**src/core/sense_params.svh**
```systemverilog
`ifndef SENSE_PARAMS_SVH
`define SENSE_PARAMS_SVH
// Sense keys
`define SK_NONE          4'h0
`define SK_NOT_READY     4'h2
`define SK_MEDIUM        4'h3
`define SK_HARDWARE      4'h4
`define SK_ILLEGAL       4'h5
`define SK_UNIT_ATTN     4'h6
`define SK_ABORTED       4'hB
`define SK_MISCOMPARE    4'hE
// Additional sense codes
`define ASC_NONE         8'h00
`define ASC_NOT_READY    8'h04
`define ASC_FMT_CORRUPT  8'h31
`define ASC_DEFECT_FULL  8'h32
`define ASC_BAD_OPCODE   8'h20
`define ASC_BAD_LBA      8'h21
`define ASC_BAD_CDB_BITS 8'h24
`define ASC_BAD_LUN      8'h25
`define ASC_BAD_PARAM    8'h26
`define ASC_RESET        8'h29
`define ASC_MODE_CHG     8'h2A
`define ASC_NO_RESELECT  8'h45
`define ASC_PARITY       8'h47
`define ASC_MISCOMPARE   8'h1D
`define ASC_FIFO_UNLOAD  8'h49
`define ASC_FIFO_LOAD    8'h4A
`define ASC_FIFO_FULL    8'h4B
`define ASC_SYNC_NEG     8'h9B
// Record layout
`define REC_CODE         7'h70
`define REC_ADD_LEN      8'h0A
`define REC_UNIT_CODE    8'h00
`define REC_LEN          8'h12
`define REC_LAST         5'h11
// Byte positions
`define B_HEAD           5'h00
`define B_KEY            5'h02
`define B_INFO0          5'h03
`define B_INFO1          5'h04
`define B_INFO2          5'h05
`define B_INFO3          5'h06
`define B_ADDLEN         5'h07
`define B_ASC            5'h0C
`define B_ASCQ           5'h0D
`define B_UNIT           5'h0E
`define B_PTRFLAGS       5'h0F
`define B_PTR_HI         5'h10
`define B_PTR_LO         5'h11
// Command opcodes seen by the sense logic
`define OP_REQ_SENSE     8'h03
`define OP_INQUIRY       8'h12
`endif

```
**src/core/sense_pkg.sv**
```systemverilog
// Purpose: types shared by the sense record builder
// Assumes: four initiators on the bus
// Notes:   error causes are one-hot free enum codes
package sense_pkg;
   typedef enum logic [4:0] {
      E_NOT_READY_CAL  = 5'h00,
      E_NOT_READY_SPIN = 5'h01,
      E_NOT_READY_IDLE = 5'h02,
      E_FMT_CORRUPT    = 5'h03,
      E_DEFECT_FULL    = 5'h04,
      E_NO_SPARES      = 5'h05,
      E_BAD_OPCODE     = 5'h06,
      E_BAD_LBA        = 5'h07,
      E_BAD_CDB_BITS   = 5'h08,
      E_BAD_LUN        = 5'h09,
      E_BAD_PARAM      = 5'h0A,
      E_ABORT_MSG      = 5'h0B,
      E_NO_RESELECT    = 5'h0C,
      E_PARITY         = 5'h0D,
      E_MISCOMPARE     = 5'h0E,
      E_FIFO_UNLOAD    = 5'h0F,
      E_FIFO_LOAD      = 5'h10,
      E_FIFO_FULL      = 5'h11,
      E_SYNC_NEG       = 5'h12
   } cause_t;

   typedef struct packed {
      logic        valid;
      logic [3:0]  key;
      logic [31:0] info;
      logic [7:0]  asc;
      logic [7:0]  ascq;
      logic        fp_valid;
      logic        cmd_or_data;
      logic        bp_valid;
      logic [2:0]  bit_ptr;
      logic [15:0] field_ptr;
   } sense_t;

   typedef struct packed {
      cause_t      cause;
      logic        info_valid;
      logic [31:0] lba;
      logic        fp_valid;
      logic        cmd_or_data;
      logic        bp_valid;
      logic [2:0]  bit_ptr;
      logic [15:0] field_ptr;
   } err_t;

   typedef enum logic [1:0] {
      S_IDLE = 2'b00,
      S_SEND = 2'b01
   } phase_t;

   typedef struct packed {
      sense_t [3:0] sense;
      logic   [3:0] have;
      logic   [3:0] ua;
      logic   [3:0] ua_mode;
      phase_t       phase;
      logic   [1:0] who;
      logic   [4:0] idx;
      logic   [7:0] left;
      sense_t       cur;
      logic   [7:0] dout;
      logic         dvalid;
      logic         dlast;
      logic         chk;
      logic         exec;
      logic         done;
   } state_t;
endpackage

```
**src/core/sense_builder.sv**
```systemverilog
// Purpose: per-initiator extended sense record store and sender
// Assumes: commands and errors come from the target controller on CLK
// Notes:   one byte per clock on the data-in stream; four initiators
// Notes on behaviour
// - Not ready: key 2, code 04, qualifier 00 recal, 01 spin-up, 02 idle
// - Medium: key 3; 31/00 format corrupt, 32/00 list full, 32/01 no spares
// - Bad command-block parameter gives key 5, no medium change
// - Illegal codes 20 opcode, 21 LBA, 24 bits, 25 LUN, 26 param field
// - Unit attention key 6; 29 reset, 2A mode changed by another
// - Pending attention blocks commands other than INQUIRY and REQUEST SENSE with check condition
// - Request sense returns and clears attention unless prior sense pending
// - Aborted key B; 00 abort message, 45 no reselect, 47 parity
// - Miscompare key E, code 1D qualifier 00
// - Information bytes hold the block address when valid is set
// - Additional length byte is always ten, even if truncated
// - Replaceable unit byte is zero
// - Byte 15 bit 7 flags the field pointer fields as meaningful
// - Bit 6 is one for command-block index, zero for data list
// - Bit 3 marks the three-bit bit pointer valid
// - Field pointer indexes most significant byte of faulty field
// - Buffer faults key 4; 49 unload, 4A load, 4B predicted full
// - Bad synchronous period or offset gives illegal request 9B
// - Sense kept per initiator; new command clears only its own
// - Byte 0 holds code 70 in low seven bits, valid in bit 7
// - Sense key in low nibble of byte 2, upper nibble zero
`include "sense_params.svh"
module sense_builder (
   // Clock and reset
   input  wire logic                 CLK,
   input  wire logic                 RST,
   // Command arrival
   input  wire logic                 CMD_VALID,
   input  wire logic [1:0]           CMD_INIT,
   input  wire logic [7:0]           CMD_OPCODE,
   input  wire logic [7:0]           CMD_ALLOC,
   // Error report for the current command
   input  wire logic                 ERR_VALID,
   input  wire logic [1:0]           ERR_INIT,
   input  wire sense_pkg::err_t      ERR_INFO,
   // Unit attention events
   input  wire logic                 UA_RESET,
   input  wire logic                 UA_MODE_VALID,
   input  wire logic [1:0]           UA_MODE_INIT,
   // Data-in stream
   input  wire logic                 DIN_READY,
   output logic [7:0]                DOUT,
   output logic                      DOUT_VALID,
   output logic                      DOUT_LAST,
   // Command verdict
   output logic                      CHECK_COND,
   output logic                      EXEC_OK,
   output logic                      SENSE_DONE
);

   sense_pkg::state_t s_r;
   sense_pkg::state_t s_nxt;

   // Encode a cause into the stored record
   function automatic sense_pkg::sense_t encode(input sense_pkg::err_t e);
      sense_pkg::sense_t r;
      r = '0;
      r.valid       = e.info_valid;
      r.info        = e.lba;
      r.fp_valid    = e.fp_valid;
      r.cmd_or_data = e.cmd_or_data;
      r.bp_valid    = e.bp_valid;
      r.bit_ptr     = e.bit_ptr;
      r.field_ptr   = e.field_ptr;
      unique case (e.cause)
         sense_pkg::E_NOT_READY_CAL:  begin
            r.key = `SK_NOT_READY; r.asc = `ASC_NOT_READY; r.ascq = 8'h00;
         end
         sense_pkg::E_NOT_READY_SPIN: begin
            r.key = `SK_NOT_READY; r.asc = `ASC_NOT_READY; r.ascq = 8'h01;
         end
         sense_pkg::E_NOT_READY_IDLE: begin
            r.key = `SK_NOT_READY; r.asc = `ASC_NOT_READY; r.ascq = 8'h02;
         end
         sense_pkg::E_FMT_CORRUPT: begin
            r.key = `SK_MEDIUM; r.asc = `ASC_FMT_CORRUPT;
         end
         sense_pkg::E_DEFECT_FULL: begin
            r.key = `SK_MEDIUM; r.asc = `ASC_DEFECT_FULL;
         end
         sense_pkg::E_NO_SPARES: begin
            r.key = `SK_MEDIUM; r.asc = `ASC_DEFECT_FULL; r.ascq = 8'h01;
         end
         sense_pkg::E_BAD_OPCODE:   begin
            r.key = `SK_ILLEGAL; r.asc = `ASC_BAD_OPCODE;
         end
         sense_pkg::E_BAD_LBA:      begin
            r.key = `SK_ILLEGAL; r.asc = `ASC_BAD_LBA;
         end
         sense_pkg::E_BAD_CDB_BITS: begin
            r.key = `SK_ILLEGAL; r.asc = `ASC_BAD_CDB_BITS;
         end
         sense_pkg::E_BAD_LUN:      begin
            r.key = `SK_ILLEGAL; r.asc = `ASC_BAD_LUN;
         end
         sense_pkg::E_BAD_PARAM:    begin
            r.key = `SK_ILLEGAL; r.asc = `ASC_BAD_PARAM;
         end
         sense_pkg::E_ABORT_MSG:    begin
            r.key = `SK_ABORTED; r.asc = `ASC_NONE;
         end
         sense_pkg::E_NO_RESELECT:  begin
            r.key = `SK_ABORTED; r.asc = `ASC_NO_RESELECT;
         end
         sense_pkg::E_PARITY:       begin
            r.key = `SK_ABORTED; r.asc = `ASC_PARITY;
         end
         sense_pkg::E_MISCOMPARE:   begin
            r.key = `SK_MISCOMPARE; r.asc = `ASC_MISCOMPARE;
         end
         sense_pkg::E_FIFO_UNLOAD:  begin
            r.key = `SK_HARDWARE; r.asc = `ASC_FIFO_UNLOAD;
         end
         sense_pkg::E_FIFO_LOAD:    begin
            r.key = `SK_HARDWARE; r.asc = `ASC_FIFO_LOAD;
         end
         sense_pkg::E_FIFO_FULL:    begin
            r.key = `SK_HARDWARE; r.asc = `ASC_FIFO_FULL;
         end
         sense_pkg::E_SYNC_NEG:     begin
            r.key = `SK_ILLEGAL; r.asc = `ASC_SYNC_NEG;
         end
         default: begin
            r.key = `SK_NONE;
         end
      endcase
      return r;
   endfunction

   // Build an attention record for one initiator
   function automatic sense_pkg::sense_t attn(input logic mode);
      sense_pkg::sense_t r;
      r = '0;
      r.key = `SK_UNIT_ATTN;
      r.asc = mode ? `ASC_MODE_CHG : `ASC_RESET;
      return r;
   endfunction

   // Select one byte of the record by position
   function automatic logic [7:0] rec_byte(input sense_pkg::sense_t r,
                                           input logic [4:0] i);
      logic [7:0] b;
      b = 8'h00;
      unique case (i)
         `B_HEAD:     b = {r.valid, `REC_CODE};
         `B_KEY:      b = {4'h0, r.key};
         `B_INFO0:    b = r.info[31:24];
         `B_INFO1:    b = r.info[23:16];
         `B_INFO2:    b = r.info[15:8];
         `B_INFO3:    b = r.info[7:0];
         `B_ADDLEN:   b = `REC_ADD_LEN;
         `B_ASC:      b = r.asc;
         `B_ASCQ:     b = r.ascq;
         `B_UNIT:     b = `REC_UNIT_CODE;
         `B_PTRFLAGS: b = {r.fp_valid, r.cmd_or_data, 2'b00,
                           r.bp_valid, r.bit_ptr};
         `B_PTR_HI:   b = r.field_ptr[15:8];
         `B_PTR_LO:   b = r.field_ptr[7:0];
         default:     b = 8'h00;
      endcase
      return b;
   endfunction

   // Next-state logic
   always_comb begin
      s_nxt = s_r;
      s_nxt.chk  = 1'b0;
      s_nxt.exec = 1'b0;
      s_nxt.done = 1'b0;
      // Attention events: reset marks all, mode change marks the others
      if (UA_RESET) begin
         s_nxt.ua      = 4'hF;
         s_nxt.ua_mode = 4'h0;
      end
      if (UA_MODE_VALID) begin
         for (int i = 0; i < 4; i++) begin
            if (i[1:0] != UA_MODE_INIT && !s_nxt.ua[i]) begin
               s_nxt.ua[i]      = 1'b1;
               s_nxt.ua_mode[i] = 1'b1;
            end
         end
      end
      // Command arrival while idle
      if (CMD_VALID && s_r.phase == sense_pkg::S_IDLE) begin
         if (CMD_OPCODE == `OP_REQ_SENSE) begin
            s_nxt.who = CMD_INIT;
            if (s_r.have[CMD_INIT]) begin
               s_nxt.cur = s_r.sense[CMD_INIT];
            end else if (s_r.ua[CMD_INIT]) begin
               s_nxt.cur = attn(s_r.ua_mode[CMD_INIT]);
               s_nxt.ua[CMD_INIT] = 1'b0;
            end else begin
               s_nxt.cur = '0;
            end
            s_nxt.have[CMD_INIT] = 1'b0;
            s_nxt.sense[CMD_INIT] = '0;
            s_nxt.idx  = 5'h00;
            s_nxt.left = (CMD_ALLOC < `REC_LEN) ? CMD_ALLOC : `REC_LEN;
            if (CMD_ALLOC == 8'h00) begin
               s_nxt.done = 1'b1;
            end else begin
               s_nxt.phase = sense_pkg::S_SEND;
            end
         end else if (CMD_OPCODE == `OP_INQUIRY) begin
            s_nxt.exec = 1'b1;
         end else if (s_r.ua[CMD_INIT]) begin
            s_nxt.chk = 1'b1;
            s_nxt.sense[CMD_INIT] = attn(s_r.ua_mode[CMD_INIT]);
            s_nxt.have[CMD_INIT]  = 1'b1;
            s_nxt.ua[CMD_INIT]    = 1'b0;
         end else begin
            s_nxt.exec = 1'b1;
            s_nxt.have[CMD_INIT] = 1'b0;
            s_nxt.sense[CMD_INIT] = '0;
         end
      end
      // Error from the executing command: stored for its initiator
      if (ERR_VALID) begin
         s_nxt.sense[ERR_INIT] = encode(ERR_INFO);
         s_nxt.have[ERR_INIT]  = 1'b1;
         s_nxt.chk             = 1'b1;
      end
      // Byte stream toward the initiator
      if (s_r.phase == sense_pkg::S_SEND) begin
         if (!s_r.dvalid || DIN_READY) begin
            if (s_r.left == 8'h00) begin
               s_nxt.dvalid = 1'b0;
               s_nxt.dlast  = 1'b0;
               s_nxt.phase  = sense_pkg::S_IDLE;
               s_nxt.done   = 1'b1;
            end else begin
               s_nxt.dout   = rec_byte(s_r.cur, s_r.idx);
               s_nxt.dvalid = 1'b1;
               s_nxt.dlast  = (s_r.left == 8'h01);
               s_nxt.idx    = s_r.idx + 5'h01;
               s_nxt.left   = s_r.left - 8'h01;
            end
         end
      end
   end

   // State register
   always_ff @(posedge CLK) begin
      if (RST) begin
         s_r <= '0;
         s_r.ua <= 4'hF;
      end else begin
         s_r <= s_nxt;
      end
   end

   assign DOUT       = s_r.dout;
   assign DOUT_VALID = s_r.dvalid;
   assign DOUT_LAST  = s_r.dlast;
   assign CHECK_COND = s_r.chk;
   assign EXEC_OK    = s_r.exec;
   assign SENSE_DONE = s_r.done;

   // Assertions
   property p_len_byte;
      @(posedge CLK) disable iff (RST)
      (s_r.dvalid && s_r.idx == 5'h08) |-> s_r.dout == `REC_ADD_LEN;
   endproperty
   a_len_byte: assert property (p_len_byte) else $error("length byte not ten");

   property p_head;
      @(posedge CLK) disable iff (RST)
      (s_r.dvalid && s_r.idx == 5'h01) |-> s_r.dout[6:0] == `REC_CODE;
   endproperty
   a_head: assert property (p_head) else $error("bad record head");

   property p_key_nib;
      @(posedge CLK) disable iff (RST)
      (s_r.dvalid && s_r.idx == 5'h03) |-> s_r.dout[7:4] == 4'h0;
   endproperty
   a_key_nib: assert property (p_key_nib) else $error("key upper nibble set");

   property p_unit;
      @(posedge CLK) disable iff (RST)
      (s_r.dvalid && s_r.idx == 5'h0F) |-> s_r.dout == 8'h00;
   endproperty
   a_unit: assert property (p_unit) else $error("unit byte not zero");

   property p_cap;
      @(posedge CLK) disable iff (RST)
      s_r.dvalid |-> s_r.idx <= `REC_LEN;
   endproperty
   a_cap: assert property (p_cap) else $error("record overrun");

   property p_ua_block;
      @(posedge CLK) disable iff (RST)
      (CMD_VALID && s_r.phase == sense_pkg::S_IDLE && s_r.ua[CMD_INIT] && !ERR_VALID
       && CMD_OPCODE != `OP_INQUIRY && CMD_OPCODE != `OP_REQ_SENSE)
      |=> CHECK_COND && !EXEC_OK;
   endproperty
   a_ua_block: assert property (p_ua_block) else $error("attention not blocking");

   property p_inq;
      @(posedge CLK) disable iff (RST)
      (CMD_VALID && s_r.phase == sense_pkg::S_IDLE && CMD_OPCODE == `OP_INQUIRY
       && !UA_RESET && !UA_MODE_VALID) |=> EXEC_OK && $stable(s_r.ua);
   endproperty
   a_inq: assert property (p_inq) else $error("inquiry touched attention");

   property p_rs_clear;
      @(posedge CLK) disable iff (RST)
      (CMD_VALID && s_r.phase == sense_pkg::S_IDLE && CMD_OPCODE == `OP_REQ_SENSE
       && !s_r.have[CMD_INIT] && s_r.ua[CMD_INIT] && !UA_RESET && !UA_MODE_VALID)
      |=> s_r.cur.key == `SK_UNIT_ATTN && !s_r.ua[$past(CMD_INIT)];
   endproperty
   a_rs_clear: assert property (p_rs_clear) else $error("attention not returned");

endmodule

```
**config.mk**
```make
export PLATFORM = sky130hd
export DESIGN_NAME = sense_builder
export DESIGN_NICKNAME = d
export VERILOG_FILES = /design/src/core/sense_pkg.sv /design/src/core/sense_builder.sv
export VERILOG_INCLUDE_DIRS = /design/src /design/src/core
export SDC_FILE = /design/constraint.sdc
export NUM_CORES = 1
export LEC_CHECK = 0
export BUFFER_PORTS_ARGS = -buffer_cell sky130_fd_sc_hd__clkbuf_2
export CAP_MARGIN = 20
export CORE_MARGIN = 3
export CORE_UTILIZATION = 40
export DETAILED_ROUTE_END_ITERATION = 10
export GPL_ROUTABILITY_DRIVEN = 1
export PLACE_DENSITY = 0.64
export SLEW_MARGIN = 10
export SYNTH_ARGS = -nofsm -noshare
export SYNTH_HDL_FRONTEND = slang
export SYNTH_SLANG_ARGS = --single-unit
export TNS_END_PERCENT = 1
```
**constraint.sdc**
```tcl
create_clock -name CLK -period 5.5 [get_ports CLK]
set_input_delay 0.275 -clock CLK [delete_from_list [all_inputs] [get_ports CLK]]
set_output_delay 0.275 -clock CLK [all_outputs]
set_load 0.01 [all_outputs]
```
**After elaboration in Yosys (flattened, before gate mapping)**

Index checks and enable logic that the tools add are counted.

- $add $sub $neg: 2
- Magnitude comparators: 5
- Eq/ne operators: 36
- Multiplexer cells: 68
- Bitwise gates (word level): 9
- Reduce and logical (&&, ||, !) cells: 30

Operators with widths:

| operator | count |
|---|---|
| two-way mux 308 bit | 3 |
| two-way mux 304 bit | 2 |
| bitwise mux 300 bit | 2 |
| bitwise AND 300 bit | 1 |
| demux 75 bit (select 2 bit) | 2 |
| two-way mux 75 bit | 4 |
| NOT 300 bit | 1 |
| two-way mux 92 bit | 2 |
| binary-select mux 75 bit (select 2 bit) | 1 |
| case mux 8 bit (15 select lines) | 1 |
| case mux 8 bit (12 select lines) | 1 |
| two-way mux 73 bit | 1 |
| == test 5 x 4 -> 1 bit, second input constant | 11 |
| == test 5 x 3 -> 1 bit, second input constant | 8 |
| two-way mux 8 bit | 5 |
| two-way mux 13 bit | 3 |
| == test 5 bit, second input constant | 5 |
| case mux 4 bit (6 select lines) | 1 |
| two-way mux 1 bit | 23 |
| == test 5 x 2 -> 1 bit, second input constant | 4 |
| zero test 8 bit | 2 |
| OR reduction 3 bit | 5 |
| two-way mux 2 bit | 7 |
| two-way mux 4 bit | 3 |
| 30 further kinds | 52 |

- Register bits after elaboration: 417
- Input port bits: 89
- Output and inout port bits: 13
- Logic and storage cells: 213

**Longest topological paths before layout**

Gate-level depths: netlist of run 1.

- Depth in word-level cells: 12
- Gate-level depth with buffers: 10
- Depth with buffers taken out: 7

**Least setup slack after synthesis of run 1**

Ideal clock, no wire load.

- Path type: flip-flop to flip-flop
- Start: reg s_r[88] (netlist bit)
- End: reg s_r[100] (netlist bit)
- Setup time: 0.128 ns
- Arrival time: 1.831 ns
- Data required time: 5.372 ns
- Setup slack: 3.542 ns
- Cell stages (with the launch flop): 11
- Path buffers: 3
- Period minus slack after synthesis: 1.958 ns
- Cell sequence: dfxtp_1 > inv_1 > ha_1 > or4b_1 > buf_2 > o211ai_2 > buf_4 > buf_6 > nor2_1 > a31oi_1 > nor2_1

- Word-level cells in the longest chain between the ends: 4

Ends and longest elaborated chain:

| item | line | source |
|---|---|---|
| from (decl) | sense_builder.sv:55 | `sense_pkg::state_t s_r;` |
| from (signal assigned) | sense_builder.sv:252 | `s_r <= s_nxt;` |
| zero test 8 bit | sense_builder.sv:230 | `if (s_r.left == 8'h00) begin` |
| two-way mux 13 bit | sense_builder.sv:230 |  |
| two-way mux 13 bit | sense_builder.sv:229 | `if (!s_r.dvalid \|\| DIN_READY) begin` |
| two-way mux 13 bit | sense_builder.sv:228 | `if (s_r.phase == sense_pkg::S_SEND) begin` |

No other way between the ends.
A chain may end at the register's enable or synchronous reset.

**Worst setup path in the final report of run 1**

- Start: reg s_r[88] (netlist bit)
- End: reg s_r[91] (netlist bit)

- Word-level cells in the longest chain between the ends: 4
- Elaborated cells between the ends (all ways): 5
- Those cells by class: add/sub (1); mux (3); reduce/logical (1)

Ends and longest elaborated chain:

| item | line |
|---|---|
| subtractor 8 x 1 -> 8 bit / zero test 8 bit (equally long branches) | sense_builder.sv:240, sense_builder.sv:230 |
| two-way mux 13 bit * | sense_builder.sv:230 |
| two-way mux 13 bit * | sense_builder.sv:229 |
| two-way mux 13 bit * | sense_builder.sv:228 |

Mark *: on every way between the ends. The rest lies on a longest branch, timed or not.

==> reports/results.ini, run 1 <==
[status]
outcome=complete, no violations

[routing]
route.vias.total=12930
count_of_nets_left_with_antenna_violations_after_detail_routing=0
drt_first_iter_violations=1094
remaining_design_rule_violation_count=0
routedWlPerCell_um=22.11
dr.pass1.iters=7
detail_route.wirelength_um=47280
via_per_inst=6.048

[timing]
timing.final.crit_period_ns=2.812
final_skew_ns=0.02247
finalHoldViolCount=0
tightest_slew_ns=1.022
final-setup-viol-count=0
finalCritPeriodShare_pct=51.12
report.final.slew_viol_count=0
max_freq_mhz=355.7
fin_tns_setup_ns=0
setup_repair_after_global_routing_missed_its_margin=no
slew_headroom_pct=31.67

[global_routing]
grt_pass1_vias=12780
groute.layer.met2.usage_pct=33.69
grt_antenna_before_repair=0
grt_start_max_net_pins=80
grt_pass1_wl_um=74420
globalRouteOverflowTotal=0
grt-busiest-layer=met2
global_route_total_usage_across_every_layer_pct=20.79
grt.met3_usage_pct=3.216
grt_util_met1_pct=28.85

[synth]
yosysSeqAreaShare_pct=49.07
synth_fp_nets=1619
total_standard_cell_area_after_synthesis_mm2=0.01693
yosys_register_bits=415
ys_async_sr_fraction_pct=0
distinct_cell_type_count_after_synthesis=81
post_synth_inst_count=1523
synth_ff_type=dfxtp_1
synth-edff-count=0
mean_area_per_synthesized_cell_um2=11.12
ys_warn_count=0

[power]
vdd_drop_max_v=0.0001869
cellPowerDensity_mw_per_mm2=335.3
pwr-share-clk_pct=44.7
seq_power_share_pct=48.4
switching_share_pct=23.24
power_frac_comb_pct=6.9
static-leakage-power_nw=7.205
internal-power_mw=4.947
p_switching_mw=1.498

[finish]
area_growth_pct=13.52
filler_cell_count=3770
mostFrequentLayoutCell=dfxtp_1
antenna_cells_inserted=0
layout.core_utilization_pct=46.54
nNetsFinal=1673
layout-drive-gt1-share_pct=19.55
layout.cells.most_common_list=dfxtp_1 (415), a22o_1 (241), nor2_1 (125), clkbuf_2 (98), mux4_2 (77)

[worst_setup_path]
path_class=reg -> reg
end_kind=flip-flop
worst-endpoint-required_ns=5.96
timing.reg2reg.setup_slack_ns=2.69
worstSetupStartpointType=flip-flop
r2r_cells=7
worst_ep_arrival_time_ns=3.27
crit_fanout=20
timing.rr.end=s_r[91]$_SDFF_PP0_
origin_of_the_critical_flop_to_flop_path=s_r[88]$_SDFF_PP0_

[clock_tree]
cts_tree=done
numCtsBuffers=43
clk_root_buffer_cell=clkbuf_16
clock_path_buffers=3
htree_num_levels=2
clk_transition_reported_paths_ns=0.06
cts_num_sinks=415
cts_resized=0
clock_latency_ns=0.55

[die]
row_count=74
io_pins=102
die_area_mm2=0.04483
fp.dieW_um=211.7
floorplan.core_area_mm2=0.04129
chipHeight_um=211.7
initial_utilization_pct=41.00

[flow_run]
drv.max_cap_violation_count=0

[placed_design]
finalWeightedCongestion=0.8774
io_buffers=101
place_hpwl_um=29210

[worst_hold_path]
holdCritPathClass=in -> reg
holdPathEnd=s_r[136]$_SDFF_PP0_
hold-path-cell-count=2
launch_point_of_the_worst_hold_path=ERR_INFO[19]

==> cell usage after synthesis, types with 19 or more instances <==
cell type,number,share of area (%)
buf_2,34,1.0
nor2_1,128,2.8
a22o_1,241,12
and2_1,19,0.70
and3_1,20,0.74
a21oi_1,38,1.1
nand2b_1,19,0.70
clkbuf_1,70,1.6
o21ai_0,26,0.77
mux4_2,77,10
dfxtp_1,415,49
nor3_1,25,0.74
a22oi_1,76,3.4
nand2_1,67,1.5
buf_4,19,0.84
==> kinds of logic after synthesis <==
kind of cell    after synthesis  share of synthesized area, %
xor+xnor                      1                       0.05174
simple gates                366                         10.97
fa+ha+maj                     7                        0.5173
compound gates              491                         23.56
mux                          93                         11.23
flops                       415                         49.07
buf+inv                     150                         4.604
==> worst max path at each step <==
| stage | end | startpoint | slack [ns] | depth (start not counted) |
|---|---|---|---|---|
| floorplan | s_r[100]$_SDFF_PP0_ | s_r[88]$_SDFF_PP0_ | 3.54 | 10 |
| global placement | s_r[48]$_SDFFE_PP0P_ | CMD_INIT[0] | 2.50 | 5 |
| detailed placement | s_r[48]$_SDFFE_PP0P_ | CMD_INIT[0] | 2.56 | 5 |
| CTS | s_r[91]$_SDFF_PP0_ | s_r[88]$_SDFF_PP0_ | 2.63 | 7 |
| global route | s_r[91]$_SDFF_PP0_ | s_r[88]$_SDFF_PP0_ | 2.49 | 7 |
| finish | s_r[91]$_SDFF_PP0_ | s_r[88]$_SDFF_PP0_ | 2.69 | 7 |
==> repair_timing <==
item	CTS	global route
buffers inserted	0	0
hold buffers	29	0
endpoints found under the setup margin	0	0
hold endpoints to repair	70	0
==> area by class of cell <==
cell class / count / area [um^2] / share of cell area [%]
sequential: 415 / 8308 / 43.23
multi-input combinational: 958 / 7890 / 41.05
tap: 532 / 665.6 / 3.463
clock buffer: 58 / 1215 / 6.321
clock inverter: 16 / 165.2 / 0.8593
timing repair buffer: 147 / 930.9 / 4.843
inverter: 12 / 45.04 / 0.2344
==> layer usage <==
layer  share of wire, %  vias to the layer above
met4                2.6                        0
li1                   -                     5930
met1                 45                     6491
met2                 47                      420
met5                  0                        -
met3                6.0                       90
==> registers in the layout, indices dropped and copies added (netlist names) <==
signal and flops:
CHECK_COND 1, DOUT 8, DOUT_LAST 1, DOUT_VALID 1, EXEC_OK 1, SENSE_DONE 1, s_r 402
==> power groups by stage <==
stage / combinational, mW / sequential [mW] / clock [mW]
2_1_floorplan: 0.289 / 3.17 / 0
3_3_place_gp: 0.418 / 3.18 / 0
3_5_place_dp: 0.424 / 3.18 / 0
4_1_cts: 0.444 / 3.12 / 2.93
5_1_grt: 0.480 / 3.13 / 3.05
6_report: 0.443 / 3.12 / 2.88
==> through the flow <==
| step | setup slack [ns] | instances | hold WS [ns] | total power [mW] | cell area [um^2] |
|---|---|---|---|---|---|
| 6_report | 2.688 | 2138 | 0.01520 | 6.445 | 19220 |
| 5_1_grt | 2.494 | 2138 | 0.01110 | 6.657 | 19220 |
| 4_1_cts | 2.633 | 2138 | 0.0005466 | 6.489 | 19220 |
| 3_5_place_dp | 2.562 | 2035 | 0.4414 | 3.608 | 17550 |
| 3_3_place_gp | 2.496 | 2035 | 0.4340 | 3.600 | 17550 |
| 2_1_floorplan | 3.542 | 1523 | 0.3543 | 3.460 | 16930 |
==> critical path, cell delays in order (launching register included) <==
cell	delay [ns]
dfxtp_1	0.35
inv_1	0.08
ha_1	0.23
or4b_1	0.63
o211ai_2	0.88
nor4_1	0.12
mux2_2	0.32
a21oi_1	0.13
Note: power is estimated with default switching activity, not from simulation.
==> run 2, diff against run 1 <==
Settings changed: PLACE_DENSITY 0.64 to 0.66.
Clock period 5.5 ns to 2.3 ns, I/O delays scaled along.
==> run 2 against run 1 <==
  * Combinational power grew to 2.6 times the previous value
  * Sequential cell count stayed put
  * Power is 140% higher
  * Sequential power is 140% higher
  * Critical path type unchanged
  * Critical endpoint is now DOUT[0]$_SDFFE_PP0P_
==> reports/results.ini, run 2 (synthesis results as in run 1) <==
[clock_tree]
numCtsBuffers=43  ; unchanged
clock_path_buffers=3  ; unchanged
htree_num_levels=2  ; unchanged
clk_transition_reported_paths_ns=0.06  ; about the same
cts_tree=done
clock_latency_ns=0.55  ; about the same
cts.repair_timing.setup_buffer_count=0  ; unchanged
cts_num_sinks=415  ; unchanged
clk_root_buffer_cell=clkbuf_16

[timing]
max_freq_mhz=463.8  ; +30%
timing.final.crit_period_ns=2.156  ; -0.6557 ns
report.final.slew_viol_count=0  ; unchanged
finalCritPeriodShare_pct=93.74  ; +43 points
tightest_slew_ns=1.099  ; +0.07722 ns
finalHoldViolCount=0  ; unchanged
layout_setup_ws_ns=0.1440  ; -2.544 ns
setup_repair_after_global_routing_missed_its_margin=no
final-setup-viol-count=0  ; unchanged
slew_headroom_pct=25.76  ; -5.9 points
final_skew_ns=0.01571  ; -0.006766 ns
fin_tns_setup_ns=0  ; unchanged
finalHoldWorstSlack_ns=0.02866  ; +0.01345 ns

[status]
outcome=complete, no violations

[placed_design]
worst_slack_at_placement_ns=0.06265  ; -2.499 ns
place_hpwl_um=30350  ; +3.9%
io_buffers=101  ; unchanged
finalWeightedCongestion=0.9049  ; +3.1%
placed_cells_incl_taps=2063  ; +1.4%

[global_routing]
grt_pass1_wl_um=77090  ; +3.6%
globalRouteOverflowTotal=0  ; unchanged
grt-busiest-layer=met2
grt_antenna_before_repair=0  ; unchanged
grt_start_max_net_pins=82  ; +2.5%
global_route_total_usage_across_every_layer_pct=21.48  ; +0.70 points
groute.layer.met2.usage_pct=34.91  ; +1.2 points
grt.met3_usage_pct=3.097  ; -0.12 points
grt_pass1_vias=13230  ; +3.5%
grt_util_met1_pct=30.23  ; +1.4 points

[finish]
filler_cell_count=3674  ; -2.5%
nNetsFinal=1738  ; +3.9%
multi_input_area_mm2=0.007908  ; +0.22%
area_growth_pct=18.44
mostFrequentLayoutCell=dfxtp_1
number_of_flip_flops_under_the_largest_register_name=402  ; unchanged
layout.area.seq_mm2=0.008308  ; unchanged
layout-drive-gt1-share_pct=21.05  ; +1.5 points
final_cell_count_no_fill=2209  ; +3.3%
top_register=s_r
antenna_cells_inserted=0  ; unchanged
layout.cells.most_common_list=dfxtp_1 (415), a22o_1 (241), nor2_1 (125), clkbuf_2 (98), mux4_2 (77)

[die]
row_count=74  ; unchanged
chipHeight_um=211.7  ; unchanged
fp.dieW_um=211.7  ; unchanged
die_area_mm2=0.04483  ; unchanged
floorplan.core_area_mm2=0.04129  ; unchanged
io_pins=102  ; unchanged
initial_utilization_pct=41.00  ; unchanged

[routing]
detail_route.wirelength_um=48660  ; +2.9%
remaining_design_rule_violation_count=0  ; unchanged
route.vias.total=13360  ; +3.3%
via_per_inst=6.049  ; about the same
drt_first_iter_violations=1460  ; +33%
routedWlPerCell_um=22.03  ; -0.40%
dr.pass1.iters=5  ; -2
count_of_nets_left_with_antenna_violations_after_detail_routing=0  ; unchanged

[worst_setup_path]
worst_ep_arrival_time_ns=2.57  ; -0.70 ns
worst-endpoint-required_ns=2.72  ; -3.24 ns
path_class=reg -> reg
end_kind=flip-flop
worstSetupStartpointType=flip-flop
crit_fanout=18  ; -10%

[flow_run]
drv.max_cap_violation_count=0  ; unchanged

[power]
static-leakage-power_nw=7.592  ; +5.4%
cellPowerDensity_mw_per_mm2=784.7  ; +130%
vdd_drop_max_v=0.0005607  ; +200%

[worst_hold_path]
holdCritPathClass=in -> reg

==> run 2: cell types whose count changed in the layout (fill, tap and decap cells not counted), sizes merged <==
| cell | before | now |
|---|---|---|
| buf | 20 | 48 |
| clkbuf | 156 | 154 |
| dlygate4sd3 | 29 | 66 |
| clkinv | 11 | 14 |
| inv | 13 | 15 |
| clkinvlp | 1 | 3 |
| bufinv | 3 | 4 |
==> run 2: cell type report <==
| class | instances | share of cell area, % |
|---|---|---|
| Clock buffer | 56 | 5.959 |
| Clock inverter | 24 | 1.223 |
| Inverter | 12 | 0.2246 |
| Multi-Input combinational cell | 958 | 39.43 |
| Sequential cell | 415 | 41.43 |
| Tap cell | 532 | 3.319 |
| Timing Repair Buffer | 212 | 8.411 |
==> run 2: power by group <==
group	switching (mW)	internal (mW)	leakage, nW	total [mW]
combinational	0.667	0.507	3.51	1.17
clock	2.96	4.14	0.715	7.10
sequential	0.0965	7.36	3.36	7.46
==> run 2: repair_timing <==
item | CTS | global route
gates resized for setup | 0 | 3
hold endpoints to repair | 245 | 0
endpoints found under the setup margin | 0 | 6
hold buffers | 66 | 0
==> run 2: final timing paths <==
path,start,endpoint,slack [ns],depth (start not counted)
worst max-delay path,s_r[98]$_SDFF_PP0_,DOUT[0]$_SDFFE_PP0P_,0.14,6
worst min-delay path,CMD_OPCODE[4],EXEC_OK$_SDFF_PP0_,0.03,4
worst max register to register,s_r[98]$_SDFF_PP0_,DOUT[0]$_SDFFE_PP0P_,0.14,6
worst min register to register,s_r[229]$_SDFF_PP0_,s_r[229]$_SDFF_PP0_,0.45,2
==> run 2: per-layer routing <==
metal / vias up / part of all wire, %
met2: 467 / 47
met3: 62 / 5.7
met5: - / 0
li1: 6076 / -
met4: 0 / 2.0
met1: 6757 / 46
==> run 2: critical path, stage by stage (launching register included) <==
cell and delay [ns]:
dfxtp_1 0.77, buf_4 0.26, mux2_2 0.33, nand3_1 0.11, o211ai_1 0.08, o21ai_0 0.36, a21oi_1 0.12
==> run 2: through the flow <==
stage / cell area [um^2] / power, mW / util, %
after floorplan: 16930 / 8.273 / -
after global placement: 17930 / 8.667 / 43.43
after detailed placement: 17930 / 8.684 / 43.43
after CTS: 20030 / 15.83 / 48.52
after global routing: 20050 / 16.24 / 48.56
final: 20050 / 15.74 / 48.56
==> run 3, diff against run 2 <==
Settings changed: CAP_MARGIN 20 to not set, CELL_PAD_IN_SITES_DETAIL_PLACEMENT set to 2, CELL_PAD_IN_SITES_GLOBAL_PLACEMENT set to 2, CORE_UTILIZATION 40 to 37, CTS_CLUSTER_SIZE set to 8, PLACE_DENSITY 0.66 to 0.84.
==> run 3 against run 2 <==
  * Clock power grew 5.8%
  * Utilization down 3.1 points
  * Via count rose by 6.1%
  * Setup slack lost 0.088 ns
  * Routed wire length up 32%
  * First-iteration DRC count shrank 11%
  * Combinational power up 9%
  * Sequential share of layout area down 0.57 points
  * Final cell count grew 2.5%
  * Sequential cell count unchanged
  * Largest power group is now the clock network
==> reports/results.ini, run 3 (synthesis results as in run 1) <==
[routing]
routedWlPerCell_um=28.45  ; +29%
via_per_inst=6.261  ; +3.5%
count_of_nets_left_with_antenna_violations_after_detail_routing=0  ; unchanged
dr.pass1.iters=7  ; +2
drt_first_iter_violations=1305  ; -11%
remaining_design_rule_violation_count=0  ; unchanged
route.vias.total=14180  ; +6.1%
detail_route.wirelength_um=64410  ; +32%

[global_routing]
grt_start_max_net_pins=70  ; -15%
global_route_total_usage_across_every_layer_pct=26.43  ; +5.0 points
grt_antenna_before_repair=0  ; unchanged
grt_pass1_wl_um=98240  ; +27%
grt_pass1_vias=15740  ; +19%
globalRouteOverflowTotal=0  ; unchanged

[power]
seq_power_share_pct=46.1  ; -1.3 points
static-leakage-power_nw=7.674  ; +1.1%
internal-power_mw=12.24  ; +1.9%
p_switching_mw=4.022  ; +8.1%
pwr-share-clk_pct=46.1  ; +1.0 points
switching_share_pct=24.73  ; +1.1 points
power_frac_comb_pct=7.8  ; +0.3 points
cellPowerDensity_mw_per_mm2=799.8  ; +1.9%
vdd_drop_max_v=0.0005922  ; +5.6%
report.power.total_mw=16.27  ; +3.4%

[timing]
finalHoldWorstSlack_ns=0.04431  ; +0.01565 ns
report.final.slew_viol_count=0  ; unchanged
timing.final.crit_period_ns=2.244  ; +0.08764 ns
final_skew_ns=0.03973  ; +0.02403 ns
final-setup-viol-count=0  ; unchanged
finalCritPeriodShare_pct=97.55  ; +3.8 points
tightest_slew_ns=1.105  ; +0.005437 ns
max_freq_mhz=445.7  ; -3.9%
finalHoldViolCount=0  ; unchanged
setup_repair_after_global_routing_missed_its_margin=yes
slew_headroom_pct=25.39  ; -0.37 points

[clock_tree]
clock_path_buffers=3  ; unchanged
cts_tree=done
htree_num_levels=2  ; unchanged
clk_transition_reported_paths_ns=0.05  ; about the same
cts_num_sinks=415  ; unchanged
numCtsBuffers=57  ; +33%
clk_root_buffer_cell=clkbuf_16
clock_latency_ns=0.62  ; +0.07 ns

[finish]
layout-drive-gt1-share_pct=21.11  ; +0.063 points
antenna_cells_inserted=0  ; unchanged
layout.cell_area.non_filler_mm2=0.02034  ; +1.4%
area_growth_pct=20.12
top_register=s_r
mostFrequentLayoutCell=dfxtp_1
layout.core_utilization_pct=45.50  ; -3.1 points
nNetsFinal=1766  ; +1.6%
number_of_flip_flops_under_the_largest_register_name=402  ; unchanged
layout.cells.most_common_list=dfxtp_1 (413), a22o_1 (241), nor2_1 (125), clkbuf_2 (98), mux4_2 (77)

[worst_setup_path]
crit_fanout=69  ; +51
r2r_cells=7  ; +1
worstSetupStartpointType=flip-flop
end_kind=flip-flop
worst_ep_arrival_time_ns=2.76  ; +0.19 ns
worst-endpoint-required_ns=2.81  ; +0.09 ns
path_class=reg -> reg

[die]
io_pins=102  ; unchanged
floorplan.core_area_mm2=0.04470  ; +8.3%
chipHeight_um=219.9  ; +3.9%
fp.dieW_um=219.9  ; +3.9%
die_area_mm2=0.04836  ; +7.9%
initial_utilization_pct=37.88  ; -3.1 points
row_count=77  ; +4.1%

[placed_design]
io_buffers=101  ; unchanged
place_hpwl_um=38020  ; +25%
finalWeightedCongestion=0.8583  ; -5.1%
placement.cell_area_mm2=0.01807  ; +0.77%

[flow_run]
drv.max_cap_violation_count=0  ; unchanged

[worst_hold_path]
holdCritPathClass=in -> reg
hold-path-cell-count=5  ; +1

[status]
outcome=complete, no violations

[run 3: critical path: stages (launching register included)]
cell and delay [ns]:
dfxtp_1 0.33, nor3b_1 0.21, buf_4 0.26, and4_4 0.41, and2_2 0.24, buf_16 0.29
a22oi_1 0.16, nor2_1 0.15
[run 3: cell type report]
type | count | area, um^2
sequential | 415 | 8310
inverter | 12 | 45.04
clock buffer | 58 | 1430
fill | 4437 | 24360
clock inverter | 3 | 37.54
tap | 592 | 740.7
timing repair buffer | 226 | 1842
multi-input combinational | 958 | 7933
[run 3: metrics by stage]
stage / cells / TNS [ns] / worst slack [ns]
after floorplan: 1523 / 0 / 0.3416
after global placement: 2128 / -0.07529 / -0.07529
after detailed placement: 2128 / -0.09111 / -0.09111
after CTS: 2262 / 0 / 0.01025
after global routing: 2264 / -0.07875 / -0.05114
final: 2264 / 0 / 0.05631
[run 3: what timing repair did]
action,CTS,global route
hold buffers,73,0
pin swaps,0,3
hold endpoints to repair,242,0
setup buffers,0,2
gates resized for setup,2,11
setup endpoints to repair,2,13
[run 3: final timing paths]
path                                             start                     end  slack [ns]
worst min-delay path                      CMD_ALLOC[6]      s_r[89]$_SDFF_PP0_        0.04
worst max-delay path               s_r[104]$_SDFF_PP0_    s_r[69]$_SDFFE_PP0P_        0.06
worst min register to register  DOUT_LAST$_SDFFE_PP0P_  DOUT_LAST$_SDFFE_PP0P_        0.46
worst max register to register     s_r[104]$_SDFF_PP0_    s_r[69]$_SDFFE_PP0P_        0.06
[run 3: per-layer routing]
layer	GRT usage (%)	share of wire, %	routed length [um]	up-vias
met4	11.81	4.0	2567	0
met1	31.36	40	25890	7395
met5	0	0	0	-
met3	4.881	5.2	3345	162
met2	46.55	51	32610	512
li1	-	-	-	6106
[run 3: power by group through the flow]
stage / logic [mW] / registers [mW] / clock network (mW)
4_1_cts: 1.26 / 7.48 / 7.57
3_3_place_gp: 1.09 / 7.61 / 0
3_5_place_dp: 1.14 / 7.62 / 0
5_1_grt: 1.35 / 7.50 / 7.95
6_report: 1.27 / 7.49 / 7.51
2_1_floorplan: 0.691 / 7.58 / 0
